### src/hw/wrs_pkg.sv
// Constants, register map and types shared by the warm reset sequencer.
package wrs_pkg;

  // Clock and time base: one half clock period is half of the core clock period.
  localparam int CLK_PERIOD_NS   = 100;
  localparam int HALF_CLK_NS     = CLK_PERIOD_NS / 2;

  // Times in half clock periods, as specified.
  localparam int MIN_LOW_TCL     = 4;
  localparam int HOLD_CANCEL_TCL = 12;
  localparam int SEQ_TCL         = 1024;
  localparam int SAMPLE_TCL      = 8;
  localparam int TRANSP_MIN_TCL  = 3;

  // Cycle counts: least times round up, longest times round down, exact times are exact.
  localparam int MIN_LOW_CYC     = (MIN_LOW_TCL * HALF_CLK_NS + CLK_PERIOD_NS - 1) / CLK_PERIOD_NS;
  localparam int HOLD_CANCEL_CYC = (HOLD_CANCEL_TCL * HALF_CLK_NS) / CLK_PERIOD_NS;
  localparam int SEQ_CYC         = (SEQ_TCL * HALF_CLK_NS) / CLK_PERIOD_NS;
  localparam int SAMPLE_CYC      = (SAMPLE_TCL * HALF_CLK_NS) / CLK_PERIOD_NS;
  localparam int TRANSP_CYC      = (TRANSP_MIN_TCL * HALF_CLK_NS + CLK_PERIOD_NS - 1)
                                   / CLK_PERIOD_NS;

  localparam logic [9:0] MIN_LOW_CNT     = 10'(MIN_LOW_CYC - 1);
  localparam logic [9:0] HOLD_CANCEL_CNT = 10'(HOLD_CANCEL_CYC - 1);
  localparam logic [9:0] SEQ_CNT         = 10'(SEQ_CYC - 1);
  localparam logic [9:0] SAMPLE_CNT      = 10'(SAMPLE_CYC - 1);
  localparam logic [1:0] TRANSP_CNT      = 2'(TRANSP_CYC - 1);

  // Register byte addresses on the bus.
  localparam logic [7:0] ADDR_SYS_CONFIG = 8'h00;
  localparam logic [7:0] ADDR_STATUS     = 8'h04;
  localparam logic [7:0] ADDR_PORT_CFG   = 8'h08;

  // Field positions.
  localparam int BIDIR_EN_BIT   = 3;
  localparam int ST_SHORT_BIT   = 0;
  localparam int ST_LONG_BIT    = 1;
  localparam int ST_SW_BIT      = 2;
  localparam int ST_WDT_BIT     = 3;
  localparam int ST_ASYNC_BIT   = 4;
  localparam int ST_INIT_BIT    = 5;
  localparam int ST_STATE_LSB   = 8;

  // Values after reset and fixed values.
  localparam logic [15:0] PORT_CFG_RESET = 16'hFFFF;
  localparam logic [23:0] RESTART_ADDR   = 24'h000000;
  localparam logic [15:0] SOFT_KEEP_MASK = 16'hE003;
  localparam logic [15:0] SOFT_LATCH_MASK = 16'h1F00;
  localparam logic [15:0] SOFT_SET_MASK  = 16'h00FC;

  typedef enum logic [2:0] {
    WRS_IDLE    = 3'h0,
    WRS_DETECT  = 3'h1,
    WRS_SEQ     = 3'h3,
    WRS_SAMPLE  = 3'h2,
    WRS_EXTEND  = 3'h6,
    WRS_EXIT    = 3'h7,
    WRS_WDT_BUS = 3'h4
  } wrs_state_t;

  typedef enum logic [1:0] {
    WRS_KIND_HW  = 2'h0,
    WRS_KIND_SW  = 2'h1,
    WRS_KIND_WDT = 2'h2
  } wrs_kind_t;

endpackage : wrs_pkg

### src/hw/wrs_warm_reset_sequencer.sv
// Warm, software and watchdog reset sequencer with a classic Wishbone register slave.
//
// Chosen here: the placing of the registers and the Wishbone interface to the registers.
`timescale 1ns/1ns
module wrs_warm_reset_sequencer
  import wrs_pkg::*;
(
  // Clock and reset
  input  wire logic        core_clk_i,
  input  wire logic        rst_i,
  // Wishbone slave
  input  wire logic        wb_cyc_i,
  input  wire logic        wb_stb_i,
  input  wire logic        wb_we_i,
  input  wire logic [7:0]  wb_adr_i,
  input  wire logic [31:0] wb_dat_i,
  input  wire logic [3:0]  wb_sel_i,
  output logic      [31:0] wb_dat_o,
  output logic             wb_ack_o,
  // Reset pin, open drain, and power-down detect pin
  input  wire logic        reset_in_n_i,
  output logic             reset_pin_o,
  output logic             reset_pin_oe_n_o,
  input  wire logic        power_down_detect_pin_i,
  output logic             pd_pulldown_en_o,
  output logic             reset_out_n_o,
  // Configuration pins
  input  wire logic        external_access_select_n_i,
  input  wire logic [15:0] port_zero_i,
  // Core events and bus status, same clock domain
  input  wire logic        soft_reset_instr_i,
  input  wire logic        watchdog_overflow_i,
  input  wire logic        end_of_init_i,
  input  wire logic        flash_init_done_i,
  input  wire logic        ext_bus_busy_i,
  input  wire logic        ext_bus_uses_ready_i,
  input  wire logic        ext_bus_waits_done_i,
  input  wire logic        ready_n_i,
  // Sequencer outputs to the core
  output logic             internal_reset_o,
  output logic             async_reset_o,
  output logic             io_hiz_o,
  output logic             hold_cancel_o,
  output logic             bus_abort_o,
  output logic             bus_finish_o,
  output logic             port_transparent_hi_o,
  output logic             strobes_inactive_o,
  output logic             config_latch_o,
  output logic      [15:0] system_config_o,
  output logic             fetch_start_o,
  output logic      [23:0] fetch_addr_o
);

  // Synchronisers for every pin input.
  logic [1:0]  rin_sync_r;
  logic [1:0]  rpd_sync_r;
  logic [1:0]  ea_sync_r;
  logic [15:0] p0_meta_r;
  logic [15:0] p0_sync_r;

  always_ff @(posedge core_clk_i) begin
    rin_sync_r <= {rin_sync_r[0], reset_in_n_i};
    rpd_sync_r <= {rpd_sync_r[0], power_down_detect_pin_i};
    ea_sync_r  <= {ea_sync_r[0], external_access_select_n_i};
    p0_meta_r  <= port_zero_i;
    p0_sync_r  <= p0_meta_r;
  end

  // The analog filter lives outside; the synchronised level stands in for the filtered input.
  wire filtered_reset_in = rin_sync_r[1];
  wire rpd_high          = rpd_sync_r[1];
  wire internal_memory   = ea_sync_r[1];

  // Sequencer state.
  wrs_state_t  state_r;
  wrs_state_t  state_nxt;
  wrs_kind_t   kind_r;
  wrs_kind_t   kind_nxt;
  logic [9:0]  cnt_r;
  logic [9:0]  cnt_nxt;
  logic [9:0]  low_cnt_r;
  logic [1:0]  transp_cnt_r;
  logic        bidir_reset_enable_r;
  logic        bidir_arm_r;
  logic        pin_drive_ok_r;
  logic        async_r;
  logic        transparent_r;
  logic        init_phase_r;
  logic        flag_short_r;
  logic        flag_long_r;
  logic        flag_sw_r;
  logic        flag_wdt_r;
  logic [15:0] port_cfg_r;

  // Event decode.
  wire in_idle     = (state_r == WRS_IDLE);
  wire pin_low     = ~filtered_reset_in;
  wire hw_request  = pin_low && (low_cnt_r >= MIN_LOW_CNT);
  wire hw_sync     = hw_request && rpd_high;
  wire cnt_done    = (cnt_r == 10'h000);
  wire is_hw       = (kind_r == WRS_KIND_HW);
  wire bus_abortable = ext_bus_uses_ready_i && ext_bus_waits_done_i && ready_n_i;
  wire exit_ok     = filtered_reset_in && !transparent_r &&
                     (!internal_memory || flash_init_done_i);
  wire sw_degrade  = !is_hw && pin_drive_ok_r && pin_low;
  wire seq_starts  = (state_nxt == WRS_SEQ) && (state_r != WRS_SEQ);

  // Minimum low time filter on the reset input.
  always_ff @(posedge core_clk_i) begin
    if (rst_i || filtered_reset_in) begin
      low_cnt_r <= 10'h000;
    end else if (low_cnt_r != 10'h3FF) begin
      low_cnt_r <= low_cnt_r + 10'h001;
    end
  end

  // Next state.
  always_comb begin
    state_nxt = state_r;
    kind_nxt  = kind_r;
    cnt_nxt   = cnt_done ? cnt_r : cnt_r - 10'h001;
    unique case (state_r)
      WRS_IDLE: begin
        if (hw_request) begin
          state_nxt = WRS_DETECT;
          kind_nxt  = WRS_KIND_HW;
          cnt_nxt   = HOLD_CANCEL_CNT;
        end else if (watchdog_overflow_i) begin
          state_nxt = WRS_WDT_BUS;
          kind_nxt  = WRS_KIND_WDT;
        end else if (soft_reset_instr_i) begin
          state_nxt = WRS_DETECT;
          kind_nxt  = WRS_KIND_SW;
          cnt_nxt   = HOLD_CANCEL_CNT;
        end
      end
      WRS_DETECT: begin
        if (cnt_done) begin
          state_nxt = WRS_SEQ;
          cnt_nxt   = SEQ_CNT;
        end
      end
      WRS_WDT_BUS: begin
        if (!ext_bus_busy_i || bus_abortable) begin
          state_nxt = WRS_SEQ;
          cnt_nxt   = SEQ_CNT;
        end
      end
      WRS_SEQ: begin
        if (cnt_done) begin
          state_nxt = WRS_SAMPLE;
          cnt_nxt   = SAMPLE_CNT;
        end
      end
      WRS_SAMPLE: begin
        if (cnt_done) begin
          if (sw_degrade) begin
            state_nxt = WRS_DETECT;
            kind_nxt  = WRS_KIND_HW;
            cnt_nxt   = HOLD_CANCEL_CNT;
          end else begin
            state_nxt = WRS_EXTEND;
          end
        end
      end
      WRS_EXTEND: begin
        if (exit_ok) begin
          state_nxt = WRS_EXIT;
        end
      end
      WRS_EXIT: begin
        state_nxt = WRS_IDLE;
      end
      default: begin
        state_nxt = WRS_IDLE;
      end
    endcase
  end

  always_ff @(posedge core_clk_i) begin
    if (rst_i) begin
      state_r <= WRS_IDLE;
      kind_r  <= WRS_KIND_HW;
      cnt_r   <= 10'h000;
    end else begin
      state_r <= state_nxt;
      kind_r  <= kind_nxt;
      cnt_r   <= cnt_nxt;
    end
  end

  // Bidirectional drive permission, decided at the start of the sequence.
  always_ff @(posedge core_clk_i) begin
    if (rst_i) begin
      bidir_arm_r    <= 1'b0;
      pin_drive_ok_r <= 1'b0;
    end else begin
      if (in_idle && state_nxt != WRS_IDLE) begin
        bidir_arm_r <= bidir_reset_enable_r;
      end
      if (seq_starts) begin
        pin_drive_ok_r <= bidir_arm_r && (is_hw || rpd_high);
      end else if (state_r == WRS_SEQ && !is_hw && !rpd_high) begin
        pin_drive_ok_r <= 1'b0;
      end else if (state_r == WRS_EXIT) begin
        pin_drive_ok_r <= 1'b0;
      end
    end
  end

  // Asynchronous escalation of a hardware reset; software and watchdog stay synchronous.
  always_ff @(posedge core_clk_i) begin
    if (rst_i) begin
      async_r <= 1'b0;
    end else if (state_r == WRS_EXIT) begin
      async_r <= 1'b0;
    end else if (hw_request && !hw_sync && (is_hw || in_idle)) begin
      async_r <= 1'b1;
    end
  end

  // Port transparency for a long reset.
  always_ff @(posedge core_clk_i) begin
    if (rst_i) begin
      transparent_r <= 1'b0;
      transp_cnt_r  <= 2'h0;
    end else if (state_r == WRS_SAMPLE && cnt_done && is_hw && pin_low) begin
      transparent_r <= 1'b1;
      transp_cnt_r  <= TRANSP_CNT;
    end else if (transparent_r && filtered_reset_in) begin
      if (transp_cnt_r == 2'h0) begin
        transparent_r <= 1'b0;
      end else begin
        transp_cnt_r <= transp_cnt_r - 2'h1;
      end
    end
  end

  // Reset source flags; cleared when a new sequence begins.
  always_ff @(posedge core_clk_i) begin
    if (rst_i) begin
      flag_short_r <= 1'b0;
      flag_long_r  <= 1'b0;
      flag_sw_r    <= 1'b0;
      flag_wdt_r   <= 1'b0;
    end else if (in_idle && state_nxt != WRS_IDLE) begin
      flag_short_r <= 1'b0;
      flag_long_r  <= 1'b0;
      flag_sw_r    <= 1'b0;
      flag_wdt_r   <= 1'b0;
    end else if (state_r == WRS_SAMPLE && cnt_done) begin
      if (is_hw) begin
        flag_short_r <= 1'b1;
        flag_long_r  <= pin_low;
      end else if (!sw_degrade) begin
        flag_sw_r  <= (kind_r == WRS_KIND_SW);
        flag_wdt_r <= (kind_r == WRS_KIND_WDT);
      end
    end
  end

  // Configuration latch at reset exit.
  wire [15:0] soft_cfg = (port_cfg_r & SOFT_KEEP_MASK) |
                         (p0_sync_r & SOFT_LATCH_MASK) | SOFT_SET_MASK;

  always_ff @(posedge core_clk_i) begin
    if (rst_i) begin
      port_cfg_r <= PORT_CFG_RESET;
    end else if (state_r == WRS_EXIT) begin
      port_cfg_r <= is_hw ? p0_sync_r : soft_cfg;
    end
  end

  // Init phase lasts from any reset until the end-of-init event.
  always_ff @(posedge core_clk_i) begin
    if (rst_i || !in_idle) begin
      init_phase_r <= 1'b1;
    end else if (end_of_init_i) begin
      init_phase_r <= 1'b0;
    end
  end

  // Wishbone slave: one wait state, ack falls in the cycle after it rose.
  logic        ack_r;
  logic [31:0] rdata_r;
  wire         wb_access = wb_cyc_i && wb_stb_i && !ack_r;
  wire         wr_config = wb_access && wb_we_i && wb_sel_i[0] && (wb_adr_i == ADDR_SYS_CONFIG);

  wire [31:0] status_word = {21'h000000, state_r, 2'h0, init_phase_r, async_r,
                             flag_wdt_r, flag_sw_r, flag_long_r, flag_short_r};
  wire [31:0] config_word = {28'h0000000, bidir_reset_enable_r, 3'h0};
  wire [31:0] rd_mux = (wb_adr_i == ADDR_SYS_CONFIG) ? config_word :
                       (wb_adr_i == ADDR_STATUS)     ? status_word :
                       (wb_adr_i == ADDR_PORT_CFG)   ? {16'h0000, port_cfg_r} :
                                                       32'h00000000;

  always_ff @(posedge core_clk_i) begin
    if (rst_i) begin
      ack_r   <= 1'b0;
      rdata_r <= 32'h00000000;
    end else begin
      ack_r <= wb_access;
      if (wb_access && !wb_we_i) begin
        rdata_r <= rd_mux;
      end
    end
  end

  // The enable can only be set during initialisation and is cleared by every sequence.
  always_ff @(posedge core_clk_i) begin
    if (rst_i || state_r == WRS_EXIT) begin
      bidir_reset_enable_r <= 1'b0;
    end else if (wr_config && init_phase_r && in_idle) begin
      bidir_reset_enable_r <= wb_dat_i[BIDIR_EN_BIT];
    end
  end

  // Outputs.
  logic        cfg_pulse_r;
  logic        fetch_r;
  always_ff @(posedge core_clk_i) begin
    if (rst_i) begin
      cfg_pulse_r <= 1'b0;
      fetch_r     <= 1'b0;
    end else begin
      cfg_pulse_r <= (state_r == WRS_EXIT);
      fetch_r     <= (state_r == WRS_EXIT);
    end
  end

  assign wb_ack_o              = ack_r;
  assign wb_dat_o              = rdata_r;
  assign reset_pin_o           = 1'b0;
  assign reset_pin_oe_n_o      = !((state_r == WRS_SEQ) && pin_drive_ok_r);
  assign pd_pulldown_en_o      = pin_low;
  assign reset_out_n_o         = !init_phase_r;
  assign internal_reset_o      = !in_idle;
  assign async_reset_o         = async_r;
  assign io_hiz_o              = !in_idle;
  assign hold_cancel_o         = (state_r == WRS_DETECT);
  assign bus_abort_o           = (state_r == WRS_DETECT) ||
                                 (state_r == WRS_WDT_BUS && bus_abortable);
  assign bus_finish_o          = (state_r == WRS_WDT_BUS) && !bus_abortable;
  assign port_transparent_hi_o = transparent_r;
  assign strobes_inactive_o    = !in_idle;
  assign config_latch_o        = cfg_pulse_r;
  assign system_config_o       = port_cfg_r;
  assign fetch_start_o         = fetch_r;
  assign fetch_addr_o          = RESTART_ADDR;

endmodule : wrs_warm_reset_sequencer

### config.mk
export PLATFORM = sky130hd
export DESIGN_NAME = wrs_warm_reset_sequencer
export DESIGN_NICKNAME = d
export VERILOG_FILES = /design/src/hw/wrs_pkg.sv /design/src/hw/wrs_warm_reset_sequencer.sv
export SDC_FILE = /design/constraint.sdc
export NUM_CORES = 1
export LEC_CHECK = 0
export BUFFER_PORTS_ARGS = -buffer_cell sky130_fd_sc_hd__buf_2
export CAP_MARGIN = 20
export CORE_MARGIN = 4
export CORE_UTILIZATION = 25
export CTS_BUF_LIST = sky130_fd_sc_hd__clkbuf_4 sky130_fd_sc_hd__clkbuf_8
export DETAILED_ROUTE_END_ITERATION = 8
export HOLD_SLACK_MARGIN = 0.03
export PLACE_DENSITY = 0.54
export SLEW_MARGIN = 5
export SYNTH_ARGS = -nofsm -noshare
export SYNTH_HDL_FRONTEND = slang
export SYNTH_SLANG_ARGS = --single-unit
### constraint.sdc
create_clock -name core_clk_i -period 4.87 [get_ports core_clk_i]
set_input_delay 0.974 -clock core_clk_i [delete_from_list [all_inputs] [get_ports core_clk_i]]
set_output_delay 0.974 -clock core_clk_i [all_outputs]
set_load 0.005 [all_outputs]
After elaboration in Yosys (flattened, before gate mapping)
Index checks and enable logic that the tools add are counted.
{"block": "totals", "reg_bits": 125, "inputBits": 76, "output_inout_bits": 87, "word_cells": 159}
{"block": "classes", "n_addsub": 3, "magnitude_cmp": 1, "n_eq_ne": 17, "mux": 39, "n_bitwise": 5, "reduce_logical": 69}
{"cell": "two-way mux 10 bit", "count": 9}
{"cell": "two-way mux 16 bit", "count": 4}
{"cell": "one-hot mux 10 bit (5 select lines)", "count": 1}
{"cell": "logical AND 1 bit", "count": 30}
{"cell": "two-way mux 3 bit", "count": 9}
{"cell": "one-hot mux 3 bit (6 select lines)", "count": 1}
{"cell": "bitwise OR 16 x 13 -> 16 bit", "count": 1}
{"cell": "logical NOT 1 bit", "count": 12}
{"cell": "adder 10 x 1 -> 10 bit (second input constant)", "count": 1}
{"cell": "greater-or-equal comparator 10 x 1 -> 1 bit (second input constant)", "count": 1}
{"cell": "logical NOT 10 bit", "count": 1}
{"cell": "two-way mux 2 bit", "count": 5}
{"cell": "inequality test 10 bit (second input constant)", "count": 1}
{"cell": "subtractor 10 x 1 -> 10 bit (second input constant)", "count": 1}
{"cell": "== test 3 x 2 -> 1 bit (second input constant)", "count": 3}
{"cell": "== test 3 bit (second input constant)", "count": 3}
{"cell": "two-way mux 1 bit", "count": 9}
{"cell": "== test 8 x 3 -> 1 bit (second input constant)", "count": 1}
{"cell": "== test 8 x 4 -> 1 bit (second input constant)", "count": 1}
{"cell": "logical NOT 8 bit", "count": 1}
{"cell": "logical OR 1 bit", "count": 8}
{"cell": "AND reduction 2 bit", "count": 4}
{"cell": "inequality test 2 bit (second input constant)", "count": 3}
{"cell": "nonzero test 2 bit", "count": 3}
{"cell": "other kinds (14)", "count": 21}

Logic depth before layout (Yosys ltp)
{"block": "depth", "ltp_word": 10, "mapped_depth": 10, "depth_no_buf": 9}

Worst setup path before layout
No wires, ideal clock.
{"block": "synth_timing", "path_kind": "input-to-reg", "start": "input port wb_adr_i[5]", "end": "register rdata_r[10] (netlist: wb_dat_o[10])", "setup_ns": 0.065, "arrival_time_ns": 2.595, "t_required_ns": 4.805, "setup_slack_ns": 2.210, "path_stages": 7, "n_path_buf": 1, "path_cell_list": "or4_1 -> nor4_2 -> clkbuf_1 -> a22oi_1 -> nor2_1 -> a21oi_1 -> nor2_1"}
{"block": "synth_between", "elab_chain_cells": 4, "elab_cells_between_ends": 6, "cone_classes": "2 x eq/ne; 3 x mux; 1 x reduce/logical"}
{"element": "from (decl)", "line": "wrs_warm_reset_sequencer.sv:15", "text": "input wire logic [7:0] wb_adr_i,"}
{"element": "== test 8 x 4 -> 1 bit", "line": "wrs_warm_reset_sequencer.sv:294", "text": "(wb_adr_i == ADDR_PORT_CFG) ? {16'h0000, port_cfg_r} :"}
{"element": "two-way mux 16 bit", "line": "wrs_warm_reset_sequencer.sv:294"}
{"element": "two-way mux 16 bit", "line": "wrs_warm_reset_sequencer.sv:293", "text": "(wb_adr_i == ADDR_STATUS) ? status_word :"}
{"element": "two-way mux 16 bit (*)", "line": "wrs_warm_reset_sequencer.sv:292", "text": "wire [31:0] rd_mux = (wb_adr_i == ADDR_SYS_CONFIG) ? config_word :"}
{"element": "to (signal assigned)", "line": "wrs_warm_reset_sequencer.sv:304", "text": "rdata_r <= rd_mux;"}
{"element": "to (decl)", "line": "wrs_warm_reset_sequencer.sv:285", "text": "logic [31:0] rdata_r;"}
Every way passes the cells marked *; elsewhere a longest branch is shown, timed or not.
A chain may end at the register's enable or synchronous reset.

Final worst setup path
{"block": "layout_timing", "start": "register state_r[1]", "end": "output port internal_reset_o"}
{"block": "layout_between", "elab_chain_cells": 2}
{"element": "from (decl)", "line": "wrs_warm_reset_sequencer.sv:75", "text": "wrs_state_t state_r;"}
{"element": "from (signal assigned)", "line": "wrs_warm_reset_sequencer.sv:186", "text": "state_r <= state_nxt;"}
{"element": "logical NOT 3 bit", "line": "wrs_warm_reset_sequencer.sv:96", "text": "wire in_idle = (state_r == WRS_IDLE);"}
{"element": "logical NOT 1 bit", "line": "wrs_warm_reset_sequencer.sv:337", "text": "assign internal_reset_o = !in_idle;"}
{"element": "to (decl)", "line": "wrs_warm_reset_sequencer.sv:40", "text": "output logic internal_reset_o,"}
Every way passes these cells.

==> results.tsv <==
stage	metric	value	unit
drt	via_count	3506	
sta	slew_viol_final	0	
final_layout	final_common_cell	dfxtp_1	
floorplan	initial_core_util	0.257	
clocking	clock_path_buffers	2	
clocking	clk_latency	0.38	ns
sta	setup-violations-final	0	
clocking	root_buffer	clkbuf_8	
synth	synth_top_cell_area_share	0.486	
placed_design	hpwl	8.25	mm
sta	setup_ws	1.81	ns
power_and_ir_drop	p_leak	2.11	nW
synth	synth_area_leaders	dfxtp_1, buf_4, nor2_1	
sta	min_period	3.06	ns
final_layout	final_cell_mix	dfxtp_1, buf_2, nor2_1, nand2_1, conb_1	
clocking	cts.clk_slew.worst_paths	0.11	ns
synth	synth_enable_flop_cells	0	
floorplan	ios	163	
sta	max_clock_freq	327	MHz
synth	ys_types	54	
floorplan	rows	48	
status	status	finished clean	
clocking	ctsResizeCount	0	
floorplan	die_w	142	um
placed_design	dp_cells	791	
worst_setup_path	cp_max_fo	13	
placed_design	port_buffers	87	
synth	yosys_warnings	0	
worst_setup_path	cp.required	3.90	ns
drt	drt_iter0_markers	163	
clocking	clock_sinks	109	
hold_path	min_path_type	register to register	
sta	post-route-period-util	0.628	
placed_design	gp_congestion	0.779	
worst_setup_path	critPathArrivalTime	2.09	ns
global_route	grt_usage	0.108	
synth	async_reset_ff_frac	0	
final_layout	diodes	0	
drt	drc_errors	0	
sta	rsz0062_at_grt	no	
floorplan	placeableCoreArea	0.0175	mm^2
synth	synth_top_cell_by_area	dfxtp_1	
worst_setup_path	start_kind	register	
power_and_ir_drop	peakVddDrop	0.268	mV
final_layout	fin_cells	807	
clocking	cts_tree	done	
global_route	antenna_found_initial	0	
final_layout	drive_gt1_frac	0.216	
sta	skew	0.00940	ns
global_route	grt_pass1_vias	3253	
synth	netlist_instances	500	
global_route	grt_pass1_wl	17.4	mm
drt	wl_per_cell	13.8	um
sta	slew_headroom	0.477	
drt	dr.pass1.iters	4	
sta	final_hold_viol_count	0	
sta	tightest_slew	0.784	ns
clocking	cts.htree.levels	3	
placed_design	place_ws	1.91	ns
synth	syn_area	0.00449	mm^2
synth	synthFlopType	dfxtp_1	
synth	synth_seq_cells	109	
drt	antenna_left	0	
final_layout	area_growth	14.7	%
power_and_ir_drop	powerDensity	424	mW/mm^2
global_route	grt_max_degree	38	
clocking	cts_made_buffers	9	
drt	totalWireLength	11.1	mm
clocking	post-cts-setup-buffers	0	
floorplan	dieHeight	142	um
synth	seq_area_frac_synth	0.486	
final_layout	nets	659	
worst_setup_path	path_class	register to primary output	
run	drv_cap	0	
synth	synth_area_per_cell	8.98	um^2
global_route	grt_remaining_overflow	0	
floorplan	design.die.area	0.0202	mm^2
worst_setup_path	critPathCaptureType	primary output	
sta	setup_tns	0	ns
drt	via_per_inst	4.34	
clocking	hold_buffers	0	
[cells in the mapped netlist, drive strengths merged, types with 6 or more instances]
library cell,count
xnor2,6
o21ai,14
a22oi,10
buf,48
a21oi,36
mux2i,11
xor2,6
nor3,25
nand3,26
a31oi,6
ha,6
nand2,41
nor2,64
inv,16
dfxtp,109
clkbuf,15
[state kept, by name (all words and copies together) (netlist names), 2 cells and up]
register / cells
p0_meta_r: 16
p0_sync_r: 16
system_config_o: 16
wb_dat_o: 16
cnt_r: 10
low_cnt_r: 10
state_r: 3
ea_sync_r: 2
kind_r: 2
rin_sync_r: 2
rpd_sync_r: 2
transp_cnt_r: 2
[routing by layer]
| metal | up-vias | GRT usage | part of all wire |
|---|---|---|---|
| li1 | 1774 | - | - |
| met5 | - | 0 | 0 |
| met1 | 1616 | 0.143 | 0.46 |
| met3 | 6 | 0.0272 | 0.061 |
| met4 | 0 | 0.0313 | 0.011 |
| met2 | 110 | 0.173 | 0.46 |
[power by group]
group | internal [mW] | switching [mW] | total, mW
Clock | 0.207 | 0.333 | 0.540
Combinational | 0.242 | 0.360 | 0.602
Sequential | 0.959 | 0.0858 | 1.04
[logic make-up (layout without fill, tap and decap cells)]
family / after synthesis / count (layout) / synth area share
other: 1 / 41 / 0.000835
muxes: 11 / 11 / 0.0245
xor gates and xnor gates: 12 / 12 / 0.0234
AOI/OAI and AO/OA: 84 / 84 / 0.123
and+or+nand+nor: 198 / 198 / 0.220
DFF: 109 / 109 / 0.486
adders and majority gates: 6 / 6 / 0.0167
buffers and inverters: 79 / 121 / 0.105
[worst paths after layout]
path | start | end | slack (ns) | depth (start not counted)
hold reg to reg | rin_sync_r[0]$_DFF_P_ | rin_sync_r[1]$_DFF_P_ | 0.34 | 0
setup reg to reg | cnt_r[1]$_SDFF_PP0_ | bidir_arm_r$_SDFFE_PP0P_ | 2.03 | 9
hold / removal | rin_sync_r[0]$_DFF_P_ | rin_sync_r[1]$_DFF_P_ | 0.34 | 0
setup / recovery | state_r[1]$_SDFF_PP0_ | internal_reset_o | 1.81 | 4
[worst max-delay path, cell delays in order, from the launching register on]
cell     delay [ns]
dfxtp_1        0.46
buf_4          0.24
nor3_1         0.45
inv_1          0.33
buf_2          0.23
[through the flow]
stage | area (um^2) | hold WS [ns] | power [mW] | util
floorplan | 4640 | 0.310 | 1.56 | -
global placement | 4960 | 0.310 | 1.67 | 0.284
detailed placement | 4960 | 0.313 | 1.67 | 0.284
CTS | 5150 | 0.335 | 2.22 | 0.295
global route | 5150 | 0.338 | 2.34 | 0.295
finish | 5150 | 0.338 | 2.19 | 0.295
[layout make-up]
type                    instances  area (um^2)
multi-input cells             352         1990
clock inverters                 6         58.8
flip-flops and latches        109         2180
repair buffers                 89          450
inverters                      16         60.1
clock buffers                  10          131
fillers                      1883        12300
well taps                     225          282
Note: power is estimated with default switching activity, not from simulation.
